## config.mk

```make
export PLATFORM = sky130hd
export DESIGN_NAME = ofd_top
export DESIGN_NICKNAME = d
export VERILOG_FILES = /design/src/rtl/ofd_pkg.sv /design/src/rtl/ofd_top.sv
export SDC_FILE = /design/constraint.sdc
export NUM_CORES = 1
export LEC_CHECK = 0
export BUFFER_PORTS_ARGS = -buffer_cell sky130_fd_sc_hd__buf_2
export CELL_PAD_IN_SITES_DETAIL_PLACEMENT = 0
export CELL_PAD_IN_SITES_GLOBAL_PLACEMENT = 1
export CORE_MARGIN = 2
export CORE_UTILIZATION = 30
export CTS_BUF_LIST = sky130_fd_sc_hd__clkbuf_8
export DETAILED_ROUTE_END_ITERATION = 8
export PLACE_DENSITY_LB_ADDON = 0.15
export SLEW_MARGIN = 10
export SYNTH_ARGS = -nofsm -noshare
export SYNTH_HDL_FRONTEND = slang
export SYNTH_SLANG_ARGS = --single-unit
```

## constraint.sdc

```tcl
create_clock -name clk -period 3.9 [get_ports clk]
set_clock_uncertainty 0.2 [all_clocks]
set_input_delay 0.585 -clock clk [delete_from_list [all_inputs] [get_ports clk]]
set_output_delay 0.585 -clock clk [all_outputs]
set_load 0.05 [all_outputs]
```

## src/rtl/ofd_pkg.sv

```systemverilog
package ofd_pkg;

  // ----------------------------------------
  // Register offsets (byte addresses)
  // ----------------------------------------
  localparam logic [7:0] OFF_BANK    = 8'h00;
  localparam logic [7:0] OFF_WORK    = 8'h04;
  localparam logic [7:0] OFF_FLAGS   = 8'h08;
  localparam logic [7:0] OFF_TABLE_POINTER  = 8'h0C;
  localparam logic [7:0] OFF_TBLLAT  = 8'h10;
  localparam logic [7:0] OFF_PRODUCT = 8'h14;
  localparam logic [7:0] OFF_PTR0    = 8'h18;
  localparam logic [7:0] OFF_PTR1    = 8'h1C;
  localparam logic [7:0] OFF_PTR2    = 8'h20;
  localparam logic [7:0] OFF_PTR3    = 8'h24;

  // ----------------------------------------
  // Instruction field positions
  // ----------------------------------------
  localparam int POS_ACCESS    = 8;
  localparam int POS_DEST      = 9;
  localparam int POS_BIT_LO    = 9;
  localparam int POS_CALL_FAST = 8;
  localparam int POS_RET_FAST  = 0;
  localparam int POS_PTR_LO    = 4;
  localparam logic [3:0] SECOND_WORD_TAG = 4'hF;

  // ----------------------------------------
  // Flag bit positions
  // ----------------------------------------
  localparam int FLAG_CARRY  = 0;
  localparam int FLAG_DIGIT  = 1;
  localparam int FLAG_ZERO   = 2;
  localparam int FLAG_RANGE  = 3;
  localparam int FLAG_NEG    = 4;

  // ----------------------------------------
  // Reset values and fixed banks
  // ----------------------------------------
  localparam logic [3:0]  ACCESS_BANK   = 4'h0;
  localparam logic [3:0]  RST_BANK      = 4'h0;
  localparam logic [7:0]  RST_WORK      = 8'h00;
  localparam logic [4:0]  RST_FLAGS     = 5'h00;
  localparam logic [20:0] RST_TABLE_POINTER    = 21'h000000;
  localparam logic [11:0] RST_PTR       = 12'h000;

  // Table pointer modes
  localparam logic [1:0] TBL_KEEP    = 2'h0;
  localparam logic [1:0] TBL_POSTINC = 2'h1;
  localparam logic [1:0] TBL_POSTDEC = 2'h2;
  localparam logic [1:0] TBL_PREINC  = 2'h3;

  // Operand format, given by the opcode map
  typedef enum logic [3:0] {
    FMT_NONE,
    FMT_BYTE,
    FMT_BIT,
    FMT_LIT8,
    FMT_LIT12,
    FMT_LIT20,
    FMT_CALL,
    FMT_RET,
    FMT_MOVE,
    FMT_PTRLOAD,
    FMT_TABLE,
    FMT_BRREL8,
    FMT_BRREL11,
    FMT_INDEXED
  } ofd_fmt_t;

  // Pending double-word kind
  typedef enum logic [1:0] {
    DW_NONE,
    DW_LIT20,
    DW_MOVE,
    DW_PTR
  } ofd_dw_t;

endpackage

```

## src/rtl/ofd_top.sv

```systemverilog
// Design decisions made here: the register addresses and the plain strobed port.
`timescale 1ns/10ps
module ofd_top
  import ofd_pkg::*;
(
  input  wire logic        clk,
  input  wire logic        rstn,
  input  wire logic [15:0] instrWord,
  input  wire logic        instrValid,
  input  wire ofd_fmt_t    fmtSel,
  input  wire logic [7:0]  aluResult,
  input  wire logic        resultValid,
  input  wire logic [4:0]  flagIn,
  input  wire logic [4:0]  flagWe,
  input  wire logic [15:0] mulProduct,
  input  wire logic        mulValid,
  input  wire logic [7:0]  tblData,
  input  wire logic        tblDataValid,
  input  wire logic [7:0]  regAddr,
  input  wire logic [31:0] regWdata,
  input  wire logic        regWr,
  input  wire logic        regRd,
  output logic [31:0]      regRdata,
  output logic             opValid,
  output logic             nopWord,
  output logic [11:0]      fileAddr,
  output logic             accessRam,
  output logic             destIsFile,
  output logic [2:0]       bitSel,
  output logic [7:0]       bitMask,
  output logic [19:0]      literal,
  output logic             shadowSave,
  output logic             shadowRestore,
  output logic             tblAccess,
  output logic [20:0]      tblAddr,
  output logic             branchValid,
  output logic             branchRel,
  output logic [20:0]      branchTarget,
  output logic             moveValid,
  output logic [11:0]      srcAddr,
  output logic [11:0]      dstAddr,
  output logic [11:0]      idxAddr,
  output logic             fileWe,
  output logic [11:0]      fileWaddr,
  output logic [7:0]       fileWdata
);

  // ----------------------------------------
  // State
  // ----------------------------------------
  typedef struct packed {
    logic [31:0]       rdata;
    logic              opValid;
    logic              nopWord;
    logic [11:0]       fileAddr;
    logic              accessRam;
    logic              destIsFile;
    logic [2:0]        bitSel;
    logic [7:0]        bitMask;
    logic [19:0]       literal;
    logic              shadowSave;
    logic              shadowRestore;
    logic              tblAccess;
    logic [20:0]       tblAddr;
    logic              branchValid;
    logic              branchRel;
    logic [20:0]       branchTarget;
    logic              moveValid;
    logic [11:0]       srcAddr;
    logic [11:0]       dstAddr;
    logic [11:0]       idxAddr;
    logic              fileWe;
    logic [11:0]       fileWaddr;
    logic [7:0]        fileWdata;
    ofd_dw_t           dwKind;
    logic              dwFast;
    logic [11:0]       dwFirst;
    logic [3:0]        bank;
    logic [7:0]        work;
    logic [4:0]        flags;
    logic [20:0]       table_pointer;
    logic [7:0]        tblLatch;
    logic [7:0]        prodHigh;
    logic [7:0]        prodLow;
    logic [3:0][11:0]  ptr;
    logic [3:0]        shBank;
    logic [7:0]        shWork;
    logic [4:0]        shFlags;
  } ofd_state_t;

  ofd_state_t st_q;
  ofd_state_t st_d;

  always_comb
  begin
    logic [7:0]  fld8;
    logic [3:0]  selBank;
    logic [20:0] nextPtr;
    logic [1:0]  mode;
    fld8    = instrWord[7:0];
    selBank = RST_BANK;
    nextPtr = RST_TABLE_POINTER;
    mode    = instrWord[1:0];
    st_d    = st_q;

    // Pulses last one cycle
    st_d.opValid       = 1'b0;
    st_d.nopWord       = 1'b0;
    st_d.shadowSave    = 1'b0;
    st_d.shadowRestore = 1'b0;
    st_d.tblAccess     = 1'b0;
    st_d.branchValid   = 1'b0;
    st_d.moveValid     = 1'b0;
    st_d.fileWe        = 1'b0;
    st_d.rdata         = 32'h00000000;

    // ----------------------------------------
    // Register bus
    // ----------------------------------------
    if (regRd)
    begin
      case (regAddr)
        OFF_BANK:    st_d.rdata = {28'h0000000, st_q.bank};
        OFF_WORK:    st_d.rdata = {24'h000000, st_q.work};
        OFF_FLAGS:   st_d.rdata = {27'h0000000, st_q.flags};
        OFF_TABLE_POINTER:  st_d.rdata = {11'h000, st_q.table_pointer};
        OFF_TBLLAT:  st_d.rdata = {24'h000000, st_q.tblLatch};
        OFF_PRODUCT: st_d.rdata = {16'h0000, st_q.prodHigh, st_q.prodLow};
        OFF_PTR0:    st_d.rdata = {20'h00000, st_q.ptr[0]};
        OFF_PTR1:    st_d.rdata = {20'h00000, st_q.ptr[1]};
        OFF_PTR2:    st_d.rdata = {20'h00000, st_q.ptr[2]};
        OFF_PTR3:    st_d.rdata = {20'h00000, st_q.ptr[3]};
        default:     st_d.rdata = 32'h00000000;
      endcase
    end
    if (regWr)
    begin
      case (regAddr)
        OFF_BANK:    st_d.bank = regWdata[3:0];
        OFF_WORK:    st_d.work = regWdata[7:0];
        OFF_FLAGS:   st_d.flags = regWdata[4:0];
        OFF_TABLE_POINTER:  st_d.table_pointer = regWdata[20:0];
        OFF_TBLLAT:  st_d.tblLatch = regWdata[7:0];
        OFF_PRODUCT:
        begin
          st_d.prodHigh = regWdata[15:8];
          st_d.prodLow  = regWdata[7:0];
        end
        OFF_PTR0:    st_d.ptr[0] = regWdata[11:0];
        OFF_PTR1:    st_d.ptr[1] = regWdata[11:0];
        OFF_PTR2:    st_d.ptr[2] = regWdata[11:0];
        OFF_PTR3:    st_d.ptr[3] = regWdata[11:0];
        default:     st_d.rdata = st_d.rdata;
      endcase
    end

    // ----------------------------------------
    // Datapath results, win over bus writes
    // ----------------------------------------
    if (resultValid)
    begin
      if (st_q.destIsFile)
      begin
        st_d.fileWe    = 1'b1;
        st_d.fileWaddr = st_q.fileAddr;
        st_d.fileWdata = aluResult;
      end
      else
      begin
        st_d.work = aluResult;
      end
    end
    for (int i = 0; i < 5; i++)
    begin
      if (flagWe[i])
      begin
        st_d.flags[i] = flagIn[i];
      end
    end
    if (mulValid)
    begin
      st_d.prodHigh = mulProduct[15:8];
      st_d.prodLow  = mulProduct[7:0];
    end
    if (tblDataValid)
    begin
      st_d.tblLatch = tblData;
    end

    // ----------------------------------------
    // Instruction decode
    // ----------------------------------------
    if (instrValid)
    begin
      if (instrWord[15:12] == SECOND_WORD_TAG)
      begin
        st_d.opValid = 1'b1;
        st_d.dwKind  = DW_NONE;
        case (st_q.dwKind)
          DW_LIT20:
          begin
            st_d.literal      = {instrWord[11:0], st_q.dwFirst[7:0]};
            st_d.branchValid  = 1'b1;
            st_d.branchRel    = 1'b0;
            st_d.branchTarget = {1'b0, instrWord[11:0], st_q.dwFirst[7:0]};
            st_d.shadowSave   = st_q.dwFast;
            if (st_q.dwFast)
            begin
              st_d.shBank  = st_d.bank;
              st_d.shWork  = st_d.work;
              st_d.shFlags = st_d.flags;
            end
          end
          DW_MOVE:
          begin
            st_d.dstAddr   = instrWord[11:0];
            st_d.moveValid = 1'b1;
          end
          DW_PTR:
          begin
            st_d.literal = {8'h00, st_q.dwFirst[3:0], fld8};
            st_d.ptr[st_q.dwFirst[POS_PTR_LO+1:POS_PTR_LO]] = {st_q.dwFirst[3:0], fld8};
          end
          default:
          begin
            st_d.nopWord = 1'b1;
          end
        endcase
      end
      else
      begin
        st_d.opValid = 1'b1;
        st_d.dwKind  = DW_NONE;
        case (fmtSel)
          FMT_BYTE, FMT_BIT:
          begin
            selBank            = instrWord[POS_ACCESS] ? st_d.bank : ACCESS_BANK;
            st_d.accessRam     = ~instrWord[POS_ACCESS];
            st_d.fileAddr      = {selBank, fld8};
            st_d.destIsFile    = (fmtSel == FMT_BYTE) ? instrWord[POS_DEST] : 1'b0;
            if (fmtSel == FMT_BIT)
            begin
              st_d.bitSel  = instrWord[POS_BIT_LO+2:POS_BIT_LO];
              st_d.bitMask = 8'h01 << instrWord[POS_BIT_LO+2:POS_BIT_LO];
            end
          end
          FMT_LIT8:
          begin
            st_d.literal    = {12'h000, fld8};
            st_d.destIsFile = 1'b0;
          end
          FMT_LIT12:
          begin
            st_d.literal = {8'h00, instrWord[11:0]};
          end
          FMT_LIT20, FMT_CALL:
          begin
            st_d.dwKind  = DW_LIT20;
            st_d.dwFirst = {4'h0, fld8};
            st_d.dwFast  = (fmtSel == FMT_CALL) ? instrWord[POS_CALL_FAST] : 1'b0;
          end
          FMT_RET:
          begin
            if (instrWord[POS_RET_FAST])
            begin
              st_d.shadowRestore = 1'b1;
              st_d.bank          = st_q.shBank;
              st_d.work          = st_q.shWork;
              st_d.flags         = st_q.shFlags;
            end
          end
          FMT_MOVE:
          begin
            st_d.dwKind  = DW_MOVE;
            st_d.srcAddr = instrWord[11:0];
          end
          FMT_PTRLOAD:
          begin
            st_d.dwKind  = DW_PTR;
            st_d.dwFirst = {6'h00, instrWord[5:0]};
          end
          FMT_TABLE:
          begin
            st_d.tblAccess = 1'b1;
            st_d.tblAddr   = (mode == TBL_PREINC) ? st_d.table_pointer + 21'h000001 : st_d.table_pointer;
            case (mode)
              TBL_POSTINC: nextPtr = st_d.table_pointer + 21'h000001;
              TBL_POSTDEC: nextPtr = st_d.table_pointer - 21'h000001;
              TBL_PREINC:  nextPtr = st_d.table_pointer + 21'h000001;
              default:     nextPtr = st_d.table_pointer;
            endcase
            st_d.table_pointer = nextPtr;
          end
          FMT_BRREL8:
          begin
            st_d.branchValid  = 1'b1;
            st_d.branchRel    = 1'b1;
            st_d.branchTarget = {{13{fld8[7]}}, fld8};
          end
          FMT_BRREL11:
          begin
            st_d.branchValid  = 1'b1;
            st_d.branchRel    = 1'b1;
            st_d.branchTarget = {{10{instrWord[10]}}, instrWord[10:0]};
          end
          FMT_INDEXED:
          begin
            st_d.idxAddr  = st_d.ptr[2] + {5'h00, instrWord[6:0]};
            st_d.fileAddr = st_d.idxAddr;
          end
          default:
          begin
            st_d.opValid = 1'b1;
          end
        endcase
      end
    end
  end

  // ----------------------------------------
  // Registers
  // ----------------------------------------
  always_ff @(posedge clk)
  begin
    if (!rstn)
    begin
      st_q        <= '0;
      st_q.bank   <= RST_BANK;
      st_q.work   <= RST_WORK;
      st_q.flags  <= RST_FLAGS;
      st_q.table_pointer <= RST_TABLE_POINTER;
      st_q.ptr    <= {4{RST_PTR}};
      st_q.dwKind <= DW_NONE;
    end
    else
    begin
      st_q <= st_d;
    end
  end

  assign regRdata      = st_q.rdata;
  assign opValid       = st_q.opValid;
  assign nopWord       = st_q.nopWord;
  assign fileAddr      = st_q.fileAddr;
  assign accessRam     = st_q.accessRam;
  assign destIsFile    = st_q.destIsFile;
  assign bitSel        = st_q.bitSel;
  assign bitMask       = st_q.bitMask;
  assign literal       = st_q.literal;
  assign shadowSave    = st_q.shadowSave;
  assign shadowRestore = st_q.shadowRestore;
  assign tblAccess     = st_q.tblAccess;
  assign tblAddr       = st_q.tblAddr;
  assign branchValid   = st_q.branchValid;
  assign branchRel     = st_q.branchRel;
  assign branchTarget  = st_q.branchTarget;
  assign moveValid     = st_q.moveValid;
  assign srcAddr       = st_q.srcAddr;
  assign dstAddr       = st_q.dstAddr;
  assign idxAddr       = st_q.idxAddr;
  assign fileWe        = st_q.fileWe;
  assign fileWaddr     = st_q.fileWaddr;
  assign fileWdata     = st_q.fileWdata;

endmodule

```

==> flow_summary.json <==
{
  "cp_num_buf_inv": 2,
  "ys_ff_latch": 311,
  "io_buffers": 271,
  "period_share": 0.7919,
  "setup_tns_ns": 0,
  "avgSynthCellArea_um2": 8.129,
  "final_nets": 2262,
  "synth_cell_types": 78,
  "grt_pass1_vias": 14500,
  "setup_viol": 0,
  "antenna_found_initial": 5,
  "fmax_mhz": 323.8,
  "clk_pin_slew_ns": 0.06,
  "ctsResizeCount": 0,
  "peakVddDrop_uv": 234.1,
  "placed_area_um2": 17390,
  "fill_cells": 5711,
  "synth_area_um2": 16390,
  "grt_pass1_wl_mm": 93.57,
  "die_h_um": 237.7,
  "overflow": 0,
  "firstDrtPassIters": 5,
  "min_period_ns": 3.088,
  "drive_gt1_frac": 0.2203,
  "clockBufferDepth": 3,
  "total_power_w": 0.007254,
  "hold_path.class": "input pin to flop",
  "drv_cap": 0,
  "start_util": 0.3039,
  "synth_edf_count": 0,
  "worstPathMaxFanout": 15,
  "tightest_slew_ns": 1.050,
  "gr-usage-all-layers": 0.2194,
  "root_buffer": "clkbuf_8",
  "clock_latency_ns": 0.71,
  "synthCells": 2016,
  "crit_family": "compound AO/OA/AOI/OAI gates",
  "drcViolationCount": 0,
  "power_leakage_nw": 8.223,
  "dp_hpwl_mm": 45.48,
  "wl_per_cell_um": 22.17,
  "ys.flop_type": "dfxtp_1",
  "regToRegSetupSlack_ns": 1.13,
  "gp_congestion": 0.8408,
  "drt_wl_total_mm": 63.81,
  "startpoint_type": "input pin",
  "holdCritStartpoint": "flagWe[2]",
  "cp-end-kind": "flop",
  "cp_cell_sequence": "buf_2 > nor4_1 > nand4_1 > buf_4 > mux2_2 > ha_1 > a21o_1 > a211oi_1 > o21ai_0 > o211ai_1 > nor3_1 > xor2_1 > o31ai_1",
  "yosys_warnings": 0,
  "path_class": "input pin to flop",
  "finalHoldViolations": 0,
  "syn_to_final_growth_pct": 14.95,
  "final_core_util": 0.3494,
  "crit_arrival_ns": 3.47,
  "synth_async_sr_flop_share": 0,
  "ant_nets": 0,
  "ys_seq_area_frac": 0.3799,
  "num_vias": 14980,
  "status": "complete, no violations",
  "slew_headroom": 0.2998,
  "r2r-start": "st_q[41]",
  "cts_made_buffers": 59,
  "htreeDepth": 2,
  "row_count": 85,
  "rsz0062_at_grt": "false",
  "die_area_um2": 56510,
  "tritoncts": "built",
  "drt_first_iter_violations": 824,
  "critPathMaxStageDelay_ns": 0.34,
  "io_pins": 294,
  "slew_viol_final": 0,
  "cp.required_ns": 4.28,
  "critPathLaunch": "regAddr[2]",
  "final_common_cell": "dfxtp_1",
  "cts_sinks": 311,
  "finish.instance_area_um2": 18840,
  "power.density_nw_per_um2": 385.0,
  "coreArea_um2": 53920,
  "die_x_um": 237.7,
  "grt_max_degree": 110,
  "crit_path_top_delay_cell": "nor4_1",
  "final_cell_mix": "311 x dfxtp_1, 290 x nand2_1, 271 x buf_2",
  "avgViaCountPerCell": 5.206
}
-- timing repair --
item	CTS	global route
endpoints found under the hold margin	32	0
setup buffers	0	0
hold buffers	32	0
-- sequential cells by signal (all words and copies together), names as in the netlist, 12 cells and up --
| register | count |
|---|---|
| regRdata | 21 |
| fileWaddr | 12 |
| idxAddr | 12 |
| srcAddr | 12 |
| dstAddr | 12 |
| branchTarget | 21 |
| fileAddr | 12 |
| tblAddr | 21 |
| literal | 20 |
| st_q | 138 |
-- synth_stat cells (all sizes together), types with 15 or more instances --
library cell  count  area, um^2
and3             22       137.6
xnor2            15       131.4
buf             192        1388
nor2            225       844.6
nand2           290        1089
o21ai            66       330.3
nor3             32       176.4
a211oi           56       420.4
dfxtp           311        6226
xor2             15       131.4
or3              16       100.1
a22o             18       157.7
a31oi            21       131.4
a21oi           134       670.6
clkbuf          131       491.7
mux2             39       439.2
nand3            59       295.3
a221oi           15       131.4
nand4            15       93.84
a22oi            41       307.8
mux2i           135        1351
-- kinds of logic after synthesis --
kind of cell,share of synthesized area
muxes,0.1093
xor gates and xnor gates,0.01603
DFF,0.3799
adders and majority gates,0.008093
other,0.0002288
buffers and inverters,0.1165
AOI/OAI and AO/OA,0.1706
and+or+nand+nor,0.1993
-- tightest hold or removal path, cell delays in order --
cell and delay (ns):
buf_2 0.08, o21ai_0 0.10, nand2_1 0.08, a21oi_1 0.05
-- final cells by class --
class                   instances  area, um^2  share of cell area
diodes                          3       7.507           0.0003985
clock buffers                  72       991.0             0.05260
clock inverters                26       131.4            0.006974
inverters                       8       35.03            0.001860
multi-input cells            1384        8324              0.4419
flip-flops and latches        311        6226              0.3305
well taps                     696       870.8             0.04623
repair buffers                378        2252              0.1196
-- stage by stage --
stage / setup WS [ns] / cells / hold WS, ns
global placement: 0.1385 / 2745 / 0.2382
floorplan: 0.2396 / 2026 / 0.2321
finish: 0.8117 / 2878 / 0.08166
CTS: 0.8293 / 2875 / 0.02942
global route: 0.5609 / 2878 / 0.08219
detailed placement: 0.1143 / 2745 / 0.2425
-- layer usage --
metal | global-route usage | vias up | share of wire
li1 | - | 7191 | -
met1 | 0.2801 | 7228 | 0.43
met2 | 0.3679 | 446 | 0.48
met3 | 0.04262 | 114 | 0.056
met4 | 0.07757 | 4 | 0.031
met5 | 0 | - | 0.00033
-- report_power, final --
part | internal (W) | switching [W] | total (W) | leakage, nW
clock | 0.00165 | 0.00149 | 0.00315 | 0.655
sequential | 0.00324 | 0.0000723 | 0.00332 | 2.52
combinational | 0.000251 | 0.000538 | 0.000789 | 5.05
-- path summary, 6_finish.rpt --
check / to / depth (start not counted)
max: idxAddr[11] / 13
min: st_q[2] / 4
max reg2reg: idxAddr[8] / 10
min reg2reg: tblAddr[0] / 2
Power figures use the tool's default switching activity.
